$ cat src/rtl/aom_pkg.sv
/*
  Shared constants for the advanced-operation and stop-action command
  handler: mailbox word values, register map, field positions, fault codes.
  Assumes a 32-bit APB master and a single 20 MHz clock domain.
*/
package aom_pkg;
  // ==========================================================
  // Mailbox header values
  localparam logic [15:0] MSG_INFO_CMD = 16'h4002;
  localparam logic [15:0] MSG_INFO_RSP = 16'h0002;
  localparam logic [15:0] ADV_OP_CMD = 16'h0100;
  localparam logic [15:0] STOP_ACT_CMD = 16'h0101;
  localparam logic [15:0] IDENT_SET_CMD = 16'h0110;
  localparam logic [15:0] DATA_SIZE_NONE = 16'h0000;
  // ==========================================================
  // Notification enable bit positions
  localparam int EN_MISMATCH = 0;
  localparam int EN_RECORD = 1;
  localparam int EN_PRM_DONE = 2;
  localparam int EN_ALARM_ACK = 3;
  localparam int EN_CONN = 4;
  localparam int EN_IDENT = 5;
  localparam int EN_USED = 6;
  // ==========================================================
  // Slot limit and stop actions
  localparam logic [15:0] SLOT_MIN = 16'h0001;
  localparam logic [15:0] SLOT_MAX = 16'h0040;
  localparam logic [15:0] SLOT_RESET = 16'h0040;
  typedef enum logic [1:0] {
    AOM_ACT_CLEAR = 2'b00,
    AOM_ACT_FREEZE = 2'b01,
    AOM_ACT_SET = 2'b10
  } aom_action_t;
  // ==========================================================
  // Fault information codes
  localparam logic [15:0] FLT_NONE = 16'h0000;
  localparam logic [15:0] FLT_SLOT = 16'h0001;
  localparam logic [15:0] FLT_ACTION = 16'h0002;
  localparam logic [15:0] FLT_FRAME = 16'h0003;
  localparam logic [15:0] FLT_PHASE = 16'h0004;
  localparam logic [15:0] FLT_RESERVED = 16'h0005;
  // ==========================================================
  // Register byte offsets
  localparam logic [7:0] REG_CMD_INFO = 8'h00;
  localparam logic [7:0] REG_CMD_NUM = 8'h04;
  localparam logic [7:0] REG_CMD_SIZE = 8'h08;
  localparam logic [7:0] REG_CMD_EXT1 = 8'h0C;
  localparam logic [7:0] REG_CMD_EXT2 = 8'h10;
  localparam logic [7:0] REG_CMD_GO = 8'h14;
  localparam logic [7:0] REG_RSP_INFO = 8'h18;
  localparam logic [7:0] REG_RSP_NUM = 8'h1C;
  localparam logic [7:0] REG_RSP_EXT1 = 8'h20;
  localparam logic [7:0] REG_RSP_EXT2 = 8'h24;
  localparam logic [7:0] REG_RSP_FAULT = 8'h28;
  localparam logic [7:0] REG_STATUS = 8'h2C;
  localparam logic [7:0] REG_CTRL = 8'h30;
endpackage : aom_pkg
$ cat src/rtl/aom_cmd_handler.sv
/*
  Command handler for the advanced-operation and stop-output-action mailbox
  commands, with the notice gating and output area control they steer.
  Assumes an APB master on one side and network-side event pulses, all
  synchronous to clock; nrst is asynchronous and active low.
*/
// The placing of the registers and register access over APB were chosen for this implementation.
// Operation
// - Answer advanced command, echo words, fault
// - Bit 0 gates configuration mismatch notice
// - Bit 1 forwards records, else parameter areas
// - Bit 2 gates parameterization done notice
// - Bit 3 gates alarm acknowledge notice
// - Bit 4 gates connection indication notices
// - Bit 5 forwards ident requests, else internal
// - Slot limit 1 to 64, default 64
// - Plugging allowed only below slot limit
// - Apply stop action on RUN to STOP
// - Stop action echoed in word one, fault
// - Codes: clear default, freeze, set ones
module aom_cmd_handler
#(
  parameter int OUT_W = 32
) (
  // Clock and reset
  input wire logic clock,
  input wire logic nrst,
  // APB slave
  input wire logic psel,
  input wire logic penable,
  input wire logic pwrite,
  input wire logic [7:0] paddr,
  input wire logic [31:0] pwdata,
  output logic [31:0] prdata,
  output logic pready,
  output logic pslverr,
  // Network controller events
  input wire logic ctrlRun,
  input wire logic cfgMismatchEvt,
  input wire logic prmDoneEvt,
  input wire logic alarmAckEvt,
  input wire logic connUpEvt,
  input wire logic connDownEvt,
  input wire logic recordReadEvt,
  input wire logic recordWriteEvt,
  input wire logic recordIsIdent,
  // Slot plugging requests
  input wire logic plugReq,
  input wire logic [15:0] plugSlot,
  output logic plugAccept,
  output logic plugReject,
  // Notices to the host mailbox
  output logic configMismatchNotice,
  output logic paramDoneNotice,
  output logic alarmAckNotice,
  output logic connectionCheckNotice,
  output logic connectionInfoNotice,
  output logic connectionAbortNotice,
  output logic connectionOfflineNotice,
  output logic recordReadNotice,
  output logic recordWriteNotice,
  output logic paramAreaAccess,
  output logic identInternal,
  // Output data area
  input wire logic [OUT_W-1:0] appOutData,
  output logic [OUT_W-1:0] outArea
);
  import aom_pkg::*;

  // ==========================================================
  // Declarations
  logic [15:0] cmdInfo_ff, cmdNum_ff, cmdSize_ff, cmdExt1_ff, cmdExt2_ff;
  logic [15:0] rspInfo_ff, rspNum_ff, rspExt1_ff, rspExt2_ff, rspFault_ff;
  logic rspValid_ff, goPulse_ff, initPhase_ff, advMode_ff, runPrev_ff;
  logic [15:0] enables_ff, slotLimit_ff, nxt_fault;
  aom_action_t action_ff;
  logic [EN_USED-1:0] noticeGate;
  logic [31:0] prdata_ff, nxt_rdata;
  logic pready_ff, pslverr_ff, nxt_mapped;
  logic apbAcc, apbWr, apbRd, stopEdge, fwdRecord;
  logic [10:0] notice_ff;
  logic plugAccept_ff, plugReject_ff;
  logic [OUT_W-1:0] outArea_ff;

  // Decoding shared by write strobe and error answer.
  function automatic logic isMapped(input logic [7:0] a);
    isMapped = (a <= REG_CTRL) && (a[1:0] == 2'b00);
  endfunction : isMapped

  // ==========================================================
  // APB slave: one wait state; a write lands at the edge pready is seen.
  assign apbAcc = psel && penable && !pready_ff;
  assign apbWr = psel && penable && pready_ff && pwrite && isMapped(paddr);
  assign apbRd = apbAcc && !pwrite;

  // Read data mux; unmapped reads return zero with an error.
  always_comb
  begin
    nxt_mapped = isMapped(paddr);
    case (paddr)
      REG_CMD_INFO: nxt_rdata = {16'h0000, cmdInfo_ff};
      REG_CMD_NUM: nxt_rdata = {16'h0000, cmdNum_ff};
      REG_CMD_SIZE: nxt_rdata = {16'h0000, cmdSize_ff};
      REG_CMD_EXT1: nxt_rdata = {16'h0000, cmdExt1_ff};
      REG_CMD_EXT2: nxt_rdata = {16'h0000, cmdExt2_ff};
      REG_RSP_INFO: nxt_rdata = {16'h0000, rspInfo_ff};
      REG_RSP_NUM: nxt_rdata = {16'h0000, rspNum_ff};
      REG_RSP_EXT1: nxt_rdata = {16'h0000, rspExt1_ff};
      REG_RSP_EXT2: nxt_rdata = {16'h0000, rspExt2_ff};
      REG_RSP_FAULT: nxt_rdata = {16'h0000, rspFault_ff};
      REG_STATUS: nxt_rdata = {slotLimit_ff, enables_ff[7:0], 3'b000,
                               action_ff, advMode_ff, runPrev_ff,
                               rspValid_ff};
      REG_CTRL: nxt_rdata = {31'h00000000, initPhase_ff};
      default: nxt_rdata = 32'h00000000;
    endcase
  end

  // Bus handshake registers; pready is a single-cycle pulse.
  always_ff @(posedge clock or negedge nrst)
  begin
    if (!nrst)
      {pready_ff, pslverr_ff, prdata_ff} <= 34'h000000000;
    else
    begin
      pready_ff <= apbAcc;
      pslverr_ff <= apbAcc && !nxt_mapped;
      prdata_ff <= apbRd ? nxt_rdata : 32'h00000000;
    end
  end

  // Command staging words and the doorbell strobe.
  always_ff @(posedge clock or negedge nrst)
  begin
    if (!nrst)
      {cmdInfo_ff, cmdNum_ff, cmdSize_ff, cmdExt1_ff, cmdExt2_ff, goPulse_ff}
        <= 81'h0;
    else
    begin
      goPulse_ff <= apbWr && (paddr == REG_CMD_GO);
      if (apbWr && paddr == REG_CMD_INFO) cmdInfo_ff <= pwdata[15:0];
      if (apbWr && paddr == REG_CMD_NUM) cmdNum_ff <= pwdata[15:0];
      if (apbWr && paddr == REG_CMD_SIZE) cmdSize_ff <= pwdata[15:0];
      if (apbWr && paddr == REG_CMD_EXT1) cmdExt1_ff <= pwdata[15:0];
      if (apbWr && paddr == REG_CMD_EXT2) cmdExt2_ff <= pwdata[15:0];
    end
  end

  // Init phase flag; software sets it after generic init, clears at run.
  always_ff @(posedge clock or negedge nrst)
  begin
    if (!nrst)
      initPhase_ff <= 1'b0;
    else if (apbWr && paddr == REG_CTRL)
      initPhase_ff <= pwdata[0];
  end

  // ==========================================================
  // Command check. Header must be a single-frame command with no data.
  always_comb
  begin
    nxt_fault = FLT_NONE;
    if (cmdInfo_ff != MSG_INFO_CMD || cmdSize_ff != DATA_SIZE_NONE)
      nxt_fault = FLT_FRAME;
    else if (cmdNum_ff == ADV_OP_CMD)
    begin
      if (!initPhase_ff)
        nxt_fault = FLT_PHASE;
      else if (cmdExt1_ff[15:EN_USED] != '0)
        nxt_fault = FLT_RESERVED;
      else if (cmdExt2_ff < SLOT_MIN || cmdExt2_ff > SLOT_MAX)
        nxt_fault = FLT_SLOT;
    end
    else if (cmdNum_ff == STOP_ACT_CMD)
    begin
      if (!initPhase_ff)
        nxt_fault = FLT_PHASE;
      else if (cmdExt1_ff > 16'h0002)
        nxt_fault = FLT_ACTION;
    end
    else if (cmdNum_ff == IDENT_SET_CMD)
    begin
      if (!(advMode_ff && enables_ff[EN_IDENT]))
        nxt_fault = FLT_FRAME;
    end
    else
      nxt_fault = FLT_FRAME;
  end

  // Response words. Valid flag: a new answer wins over a clear.
  always_ff @(posedge clock or negedge nrst)
  begin
    if (!nrst)
      {rspInfo_ff, rspNum_ff, rspExt1_ff, rspExt2_ff, rspFault_ff,
        rspValid_ff} <= 81'h0;
    else if (goPulse_ff)
    begin
      rspInfo_ff <= MSG_INFO_RSP;
      rspNum_ff <= cmdNum_ff;
      rspExt1_ff <= cmdExt1_ff;
      rspExt2_ff <= cmdExt2_ff;
      rspFault_ff <= nxt_fault;
      rspValid_ff <= 1'b1;
    end
    else if (apbWr && paddr == REG_STATUS && pwdata[0])
      rspValid_ff <= 1'b0;
  end

  // Mode settings taken only from an accepted command.
  always_ff @(posedge clock or negedge nrst)
  begin
    if (!nrst)
    begin
      advMode_ff <= 1'b0;
      enables_ff <= 16'h0000;
      slotLimit_ff <= SLOT_RESET;
      action_ff <= AOM_ACT_CLEAR;
    end
    else if (goPulse_ff && nxt_fault == FLT_NONE)
    begin
      if (cmdNum_ff == ADV_OP_CMD)
      begin
        advMode_ff <= 1'b1;
        enables_ff <= cmdExt1_ff;
        slotLimit_ff <= cmdExt2_ff;
      end
      if (cmdNum_ff == STOP_ACT_CMD)
        action_ff <= aom_action_t'(cmdExt1_ff[1:0]);
    end
  end

  // ==========================================================
  // Notice gating. Enables count only once advanced mode is on.
  assign noticeGate = advMode_ff ? enables_ff[EN_USED-1:0] : '0;
  assign fwdRecord = recordIsIdent ? noticeGate[EN_IDENT]
                                   : noticeGate[EN_RECORD];
  always_ff @(posedge clock or negedge nrst)
  begin
    if (!nrst)
      notice_ff <= 11'h000;
    else
    begin
      notice_ff[0] <= cfgMismatchEvt && noticeGate[EN_MISMATCH];
      notice_ff[1] <= prmDoneEvt && noticeGate[EN_PRM_DONE];
      notice_ff[2] <= alarmAckEvt && noticeGate[EN_ALARM_ACK];
      notice_ff[4:3] <= {2{connUpEvt && noticeGate[EN_CONN]}};
      notice_ff[6:5] <= {2{connDownEvt && noticeGate[EN_CONN]}};
      notice_ff[7] <= recordReadEvt && fwdRecord;
      notice_ff[8] <= recordWriteEvt && fwdRecord;
      notice_ff[9] <= (recordReadEvt || recordWriteEvt) && !recordIsIdent
                      && !fwdRecord;
      notice_ff[10] <= (recordReadEvt || recordWriteEvt) && recordIsIdent
                       && !fwdRecord;
    end
  end

  // ==========================================================
  // Slot admission; a limit of N admits slots 0 to N-1.
  always_ff @(posedge clock or negedge nrst)
  begin
    if (!nrst)
      {plugAccept_ff, plugReject_ff} <= 2'h0;
    else
    begin
      plugAccept_ff <= plugReq && (plugSlot < slotLimit_ff);
      plugReject_ff <= plugReq && (plugSlot >= slotLimit_ff);
    end
  end

  // ==========================================================
  // Output area. Follows the application while running; on the RUN to
  // STOP step the chosen action applies and then holds until RUN again.
  assign stopEdge = runPrev_ff && !ctrlRun;
  always_ff @(posedge clock or negedge nrst)
  begin
    if (!nrst)
    begin
      runPrev_ff <= 1'b0;
      outArea_ff <= '0;
    end
    else
    begin
      runPrev_ff <= ctrlRun;
      if (ctrlRun)
        outArea_ff <= appOutData;
      else if (stopEdge)
      begin
        case (action_ff)
          AOM_ACT_CLEAR: outArea_ff <= '0;
          AOM_ACT_FREEZE: outArea_ff <= outArea_ff;
          AOM_ACT_SET: outArea_ff <= '1;
          default: outArea_ff <= '0;
        endcase
      end
    end
  end

  // ==========================================================
  // Output wiring, all from flip-flops.
  assign {prdata, pready, pslverr} = {prdata_ff, pready_ff, pslverr_ff};
  assign {identInternal, paramAreaAccess, recordWriteNotice, recordReadNotice,
    connectionOfflineNotice, connectionAbortNotice, connectionInfoNotice,
    connectionCheckNotice, alarmAckNotice, paramDoneNotice,
    configMismatchNotice} = notice_ff;
  assign {plugAccept, plugReject} = {plugAccept_ff, plugReject_ff};
  assign outArea = outArea_ff;

  // ==========================================================
  // Assertions guarding the command, notice, slot admission and output area stop behaviour.
  adv_rsp_info_a: assert property (@(posedge clock) disable iff (!nrst)
    $rose(rspValid_ff) |-> rspInfo_ff == MSG_INFO_RSP)
    else $error("response info word wrong");
  adv_echo_a: assert property (@(posedge clock) disable iff (!nrst)
    goPulse_ff |=> rspNum_ff == $past(cmdNum_ff)
                   && rspExt2_ff == $past(cmdExt2_ff))
    else $error("response does not echo command");
  mismatch_gate_a: assert property (@(posedge clock) disable iff (!nrst)
    cfgMismatchEvt && advMode_ff && enables_ff[EN_MISMATCH] |=>
      configMismatchNotice)
    else $error("mismatch notice missing");
  mismatch_quiet_a: assert property (@(posedge clock) disable iff (!nrst)
    configMismatchNotice |-> $past(enables_ff[EN_MISMATCH]))
    else $error("mismatch notice while disabled");
  record_route_a: assert property (@(posedge clock) disable iff (!nrst)
    !(recordReadNotice && paramAreaAccess))
    else $error("record routed two ways");
  prm_gate_a: assert property (@(posedge clock) disable iff (!nrst)
    paramDoneNotice |-> $past(prmDoneEvt && enables_ff[EN_PRM_DONE]))
    else $error("param done notice wrong");
  alarm_gate_a: assert property (@(posedge clock) disable iff (!nrst)
    alarmAckNotice |-> $past(alarmAckEvt && enables_ff[EN_ALARM_ACK]))
    else $error("alarm notice wrong");
  conn_gate_a: assert property (@(posedge clock) disable iff (!nrst)
    connDownEvt && advMode_ff && enables_ff[EN_CONN] |=>
      connectionAbortNotice && connectionOfflineNotice)
    else $error("connection notices missing");
  slot_range_a: assert property (@(posedge clock) disable iff (!nrst)
    slotLimit_ff >= SLOT_MIN && slotLimit_ff <= SLOT_MAX)
    else $error("slot limit out of range");
  slot_admit_a: assert property (@(posedge clock) disable iff (!nrst)
    plugReq && plugSlot >= slotLimit_ff |=> plugReject && !plugAccept)
    else $error("slot above limit admitted");
  stop_clear_a: assert property (@(posedge clock) disable iff (!nrst)
    stopEdge && action_ff == AOM_ACT_CLEAR |=> outArea == '0)
    else $error("output area not cleared on stop");
  stop_set_a: assert property (@(posedge clock) disable iff (!nrst)
    stopEdge && action_ff == AOM_ACT_SET |=> outArea == '1)
    else $error("output area not set on stop");
  bad_action_a: assert property (@(posedge clock) disable iff (!nrst)
    goPulse_ff && cmdNum_ff == STOP_ACT_CMD && cmdExt1_ff > 16'h0002
      && initPhase_ff && cmdInfo_ff == MSG_INFO_CMD
      && cmdSize_ff == DATA_SIZE_NONE |=> rspFault_ff == FLT_ACTION
      && $stable(action_ff))
    else $error("bad action code accepted");
  cmd_done_c: cover property (@(posedge clock) disable iff (!nrst)
    goPulse_ff && cmdNum_ff == ADV_OP_CMD ##1 rspFault_ff == FLT_NONE);
  stop_freeze_c: cover property (@(posedge clock) disable iff (!nrst)
    stopEdge && action_ff == AOM_ACT_FREEZE);
  record_fwd_c: cover property (@(posedge clock) disable iff (!nrst)
    recordWriteNotice);
endmodule : aom_cmd_handler

$ cat config.mk
export PLATFORM = sky130hd
export DESIGN_NAME = aom_cmd_handler
export DESIGN_NICKNAME = d
export VERILOG_FILES = /design/src/rtl/aom_pkg.sv /design/src/rtl/aom_cmd_handler.sv
export SDC_FILE = /design/constraint.sdc
export NUM_CORES = 1
export LEC_CHECK = 0
export ABC_AREA = 1
export BUFFER_PORTS_ARGS = -buffer_cell sky130_fd_sc_hd__buf_2
export CAP_MARGIN = 20
export CORE_AREA = 2 2 193 119
export DETAILED_ROUTE_END_ITERATION = 16
export DIE_AREA = 0 0 195 121
export GPL_ROUTABILITY_DRIVEN = 0
export GPL_TIMING_DRIVEN = 0
export MAX_ROUTING_LAYER = met4
export PLACE_DENSITY = 0.8
export SLEW_MARGIN = 5
export SYNTH_ARGS = -nofsm -noshare
export SYNTH_HDL_FRONTEND = slang
export SYNTH_SLANG_ARGS = --single-unit
$ cat constraint.sdc
create_clock -name clock -period 1.5 [get_ports clock]
set_input_delay 0.15 -clock clock [delete_from_list [all_inputs] [get_ports clock]]
set_output_delay 0.15 -clock clock [all_outputs]
set_load 0.01 [all_outputs]
Word level (Yosys, flattened, before mapping)
Cells that the tools add are included.
Cells by class
  magnitude comparators: 6
  eq/ne operators: 19
  muxes and demuxes: 19
  reduce and logical (&&, ||, !) cells: 52
Operators with widths (count)
  32-bit case mux with 12 select lines: 1
  32-bit two-way mux: 3
  16-bit two-way mux: 4
  32-bit case mux with 2 select lines: 1
  16-bit by 9-bit == test with 1-bit output (second input constant): 3
  8-bit by 6-bit == test with 1-bit output (second input constant): 5
  1-bit logical AND: 33
  8-bit by 5-bit == test with 1-bit output (second input constant): 4
  8-bit by 4-bit == test with 1-bit output (second input constant): 2
  16-bit >= comparator: 1
  16-bit by 2-bit > comparator with 1-bit output (second input constant): 1
  16-bit by 7-bit > comparator with 1-bit output (second input constant): 1
  16-bit logical NOT: 1
  16-bit by 1-bit < comparator with 1-bit output (second input constant): 1
  16-bit < comparator: 1
  16-bit by 15-bit != test with 1-bit output (second input constant): 1
  16-bit nonzero test: 1
  10-bit nonzero test: 1
  3-bit two-way mux: 3
  8-bit by 3-bit == test with 1-bit output (second input constant): 1
  8-bit by 6-bit <= comparator with 1-bit output (second input constant): 1
  8-bit logical NOT: 1
  1-bit logical NOT: 6
  6-bit two-way mux: 1
  other kinds (9): 18
Storage, ports and cells
  bits in registers: 255
  input bits: 103
  output and inout bits: 79
  word-level logic and storage cells: 121

Depth between registers and ports, before layout
  word-level depth: 10
  gate-level depth with buffers: 13
  mapped depth without buffers: 12

Least setup slack after synthesis
Ideal clock, no wire load.
  path kind: flip-flop to flip-flop
  from: register cmdExt1_ff[7]
  to: register enables_ff[4]
  setup time: 0.117 ns
  arrival time: 1.468 ns
  required time: 1.383 ns
  path slack: -0.085 ns
  stages on the path, launching flop included: 12
  buffers on the path: 1
  period minus slack after synthesis: 1.585 ns
  cells stage by stage: dfrtp_1 > nor2_2 > inv_1 > nor3_1 > nor2_1 > nor2_1 > nor2_2 > nor2_4 > nand3_4 > buf_6 > nand2_1 > nand2_1
On the way
  cells in the longest elaborated chain, start to end: 9
  elaborated cells on any way between the ends: 12
  those cells by class: 1 x order compare; 7 x mux; 4 x reduce/logical
RTL lines
  from (decl): line aom_cmd_handler.sv:72  | logic [15:0] cmdInfo_ff, cmdNum_ff, cmdSize_ff, cmdExt1_ff, cmdExt2_ff;
  from (signal assigned): line aom_cmd_handler.sv:144  | if (apbWr && paddr == REG_CMD_EXT1) cmdExt1_ff <= pwdata[15:0];
  16-bit by 2-bit > comparator with 1-bit output: line aom_cmd_handler.sv:178  | else if (cmdExt1_ff > 16'h0002)
  2-bit two-way mux: line aom_cmd_handler.sv:178
  3-bit two-way mux: line aom_cmd_handler.sv:176  | if (!initPhase_ff)
  16-bit two-way mux: line aom_cmd_handler.sv:174  | else if (cmdNum_ff == STOP_ACT_CMD)
  16-bit two-way mux *: line aom_cmd_handler.sv:165  | else if (cmdNum_ff == ADV_OP_CMD)
  16-bit two-way mux *: line aom_cmd_handler.sv:163  | if (cmdInfo_ff != MSG_INFO_CMD || cmdSize_ff != DATA_SIZE_NONE)
  16-bit logical NOT *: line aom_cmd_handler.sv:219  | else if (goPulse_ff && nxt_fault == FLT_NONE)
  1-bit logical AND *: line aom_cmd_handler.sv:219
  2-bit AND reduction (no source line) *
  to (signal assigned): line aom_cmd_handler.sv:224  | enables_ff <= cmdExt1_ff;
  to (decl): line aom_cmd_handler.sv:75  | logic [15:0] enables_ff, slotLimit_ff, nxt_fault;
Every way passes the cells marked *; elsewhere a longest branch is shown, timed or not.
A chain may end at the register's enable or synchronous reset.

Worst setup path in the final report
  from: register cmdExt1_ff[2]
  to: register slotLimit_ff[10]
On the way
  cells in the longest elaborated chain, start to end: 9
RTL lines
  16-bit by 2-bit > comparator with 1-bit output: line aom_cmd_handler.sv:178
  2-bit two-way mux: line aom_cmd_handler.sv:178
  3-bit two-way mux: line aom_cmd_handler.sv:176
  16-bit two-way mux: line aom_cmd_handler.sv:174
  16-bit two-way mux: line aom_cmd_handler.sv:165
  16-bit two-way mux: line aom_cmd_handler.sv:163
  16-bit logical NOT: line aom_cmd_handler.sv:219
  1-bit logical AND: line aom_cmd_handler.sv:219
  2-bit AND reduction (no source line)
  to (signal assigned): line aom_cmd_handler.sv:225  | slotLimit_ff <= cmdExt2_ff;
  to (decl): line aom_cmd_handler.sv:75
Every way passes these cells.

==> flow_metrics.tcl <==
set metrics [dict create \
    intPower_mw 10.49 \
    hp-class "in -> reg" \
    comb_power_share_pct 6.9 \
    worst_pin_slew_ns 0.5656 \
    wl_per_cell_um 20.24 \
    grt_pass1_wl_um 52940 \
    fin_hold_ws_ns -0.0001471 \
    drcViolationCount 0 \
    syn-num-nets 1368 \
    fillCellCount 1574 \
    port_buffers 165 \
    wirelength_um 37820 \
    row_count 42 \
    layout_commonest_cell "dfrtp_1" \
    wl_met2_um 16200 \
    synth_area_leaders "dfrtp_1 (54%), nand2_1 (9.5%), o21ai_0 (5.6%), inv_1 (5.6%), nor2_1 (4.5%)" \
    synth-seq-cells 240 \
    endpoint_kind "flip-flop" \
    min_period_over_period_pct 136.6 \
    grt_use_total_pct 29.68 \
    clkSlewWorstSetupHoldPaths_ns 0.07 \
    die_area_sq_mm 0.02360 \
    setup_ws_ns -0.5494 \
    finalSetupTns_ns -18.70 \
    min_period_ns 2.049 \
    syn_inst 1249 \
    setup_viol_count_final 100 \
    syn_avg_cell_area_sq_um 8.829 \
    htree_levels 1 \
    grt_antenna_before_repair 3 \
    leakagePower_nw 7.287 \
    rsz0062_at_grt "yes" \
    clkLatencyLatePin_ns 0.53 \
    grt_max_degree 111 \
    cts_buffers 23 \
    crit_path_max_fanout 10 \
    start_util_pct 50.68 \
    clockBufferDepth 3 \
    synthArstFlopShare_pct 100.0 \
    area_growth_pct 36.11 \
    status "finished with violations" \
    vias 10580 \
    critPathLaunch "cmdExt1_ff[2]$_DFFE_PN0P_" \
    drt_iter0_drc 1504 \
    fp.dieH_um 121 \
    switching_share_pct 23.36 \
    path_class "reg -> reg" \
    hp-start "paddr[6]" \
    drive_above_1_share_pct 34.60 \
    via_per_inst 5.662 \
    drt_first_pass_iters 6 \
    pwr-share-clk_pct 44.8 \
    ios 182 \
    first_global_vias 9686 \
    syn-cell-area_sq_mm 0.01103 \
    crit_arrival_ns 2.47 \
    fin_nets 1681 \
    wl_met1_um 15440 \
    drv_slew 0 \
    ys_seq_area_share_pct 54.48 \
    routed-wl-met3_um 5266 \
    die_x_um 195 \
    synth_edf_count 0 \
    core_sq_mm 0.02176 \
    cap_violations 0 \
    switching_power_mw 3.198 \
    hold_violations 1 \
    synth_top_area_cell "dfrtp_1" \
    dp_hpwl_um 24310 \
    cp-start-kind "flip-flop" \
    clock-root-buffer "clkbuf_16" \
    max-slew-margin-rel_pct 62.29 \
    cts.sinks 240 \
    power_density_mw_per_mm2 912.0 \
    cts_tree "done" \
    detail-route-antenna-nets 0 \
    overflow 0 \
    pwr-share-seq_pct 48.3 \
    final_cell_mix "dfrtp_1 (230), nand2_1 (213), buf_2 (173)" \
    max_clock_freq_ghz 0.4880 \
    top_layer_used "met4" \
    r2r-start "cmdExt1_ff[2]$_DFFE_PN0P_" \
    yosys_warnings 0 \
    required_ns 1.92 \
    fin_skew_ns 0.01829 \
    yosysUniqueCellTypes 39 \
    ys.flop_type "dfrtp_1" \
    yosysTopAreaCellShare_pct 54.24 \
    violations "negative hold slack, negative setup slack" \
    ir_worst_vdd_mv 0.6322 \
]
[state kept, by name, summed over array words and instances (netlist names), 2 cells and up]
signal	cells
rspExt1_ff	16
cmdExt2_ff	16
rspExt2_ff	16
notice_ff	9
outArea	32
cmdSize_ff	16
action_ff	2
cmdExt1_ff	16
rspNum_ff	16
rspFault_ff	3
slotLimit_ff	16
prdata	32
cmdNum_ff	16
enables_ff	8
cmdInfo_ff	16
[worst paths after layout]
kind	end	slack, ns	cells past startpoint
worst max register to register	slotLimit_ff[10]$_DFFE_PN0P_	-0.55	11
worst max-delay path	slotLimit_ff[10]$_DFFE_PN0P_	-0.55	11
worst min register to register	slotLimit_ff[13]$_DFFE_PN0P_	0.47	2
max in group asynchronous	cmdInfo_ff[13]$_DFFE_PN0P_	0.28	4
min in group asynchronous	prdata[11]$_DFF_PN0_	0.09	2
worst min-delay path	pslverr$_DFF_PN0_	-0.0001	5
[layout make-up]
class	instances	area, sq um	share of cell area (%)
multi-input cells	778	4643	30.94
flip-flops and latches	240	6018	40.10
plain buffers	56	424.2	2.826
repair buffers	289	2123	14.15
diodes	4	10.01	0.06669
clock buffers	32	649.4	4.327
clock inverters	9	123.9	0.8253
well taps	286	357.8	2.384
inverters	174	658.1	4.385
[Yosys cell counts (14+ instances only)]
cell,number
nand3_1,23
buf_2,19
nand4_1,20
clkbuf_1,26
inv_1,164
a21oi_2,14
dfrtp_1,239
ha_1,16
o22ai_1,40
nand2_1,280
o21ai_0,124
a21oi_1,14
a31oi_1,32
nor3_2,15
nor2_1,132
[cell families (layout without fill, tap and decap cells)]
family	count (synthesis)	count (layout)	synth area share, %
simple gates	505	505	20.50
compound gates	242	242	12.81
flops	240	240	54.48
buf+inv	231	560	8.726
fa+ha+maj	16	16	1.815
mux	15	15	1.668
other cells	0	4	0
[worst max-delay path: stages (launching register included)]
cell and delay [ns]:
dfrtp_1 0.43, inv_1 0.21, nand2_1 0.10, nor2_1 0.20, nand3_1 0.13, nand3_1 0.10, nand2_1 0.09, nor2_4 0.24
nand3_4 0.14, buf_8 0.17, nand2_1 0.08, inv_1 0.04
[stage by stage]
step	power (mW)	setup slack (ns)	utilization (%)	instances	area (sq um)
2_1_floorplan	6.986	-0.08349	-	1249	11030
3_3_place_gp	7.424	-3.870	56.16	1700	12220
3_5_place_dp	7.466	-0.4402	56.46	1702	12280
4_1_cts	13.55	-0.2885	64.06	1827	13940
5_1_grt	14.02	-0.5245	68.97	1867	15010
6_report	13.69	-0.5494	68.98	1868	15010
[timing repair]
| action | CTS | global route |
|---|---|---|
| gates resized for setup | 34 | 319 |
| endpoints found under the setup margin | 111 | 256 |
| pin swaps | 14 | 21 |
| hold buffers | 62 | 0 |
| gates cloned | 0 | 13 |
| hold endpoints to repair | 245 | 0 |
| setup buffers | 23 | 24 |
[power groups by stage]
stage          logic (mW)  registers, mW  clock network (mW)
2_1_floorplan       0.214           6.77                   0
3_3_place_gp        0.698           6.73                   0
3_5_place_dp        0.738           6.73                   0
4_1_cts             0.874           6.61                6.07
5_1_grt              1.03           6.61                6.38
6_report            0.945           6.61                6.13
[layer usage]
| metal | GRT usage, % | vias up |
|---|---|---|
| met3 | 11.98 | 112 |
| met2 | 40.78 | 718 |
| li1 | - | 4671 |
| met1 | 41.99 | 5076 |
| met5 | - | - |
| met4 | 4.532 | 0 |
Power figures use the tool's default switching activity.
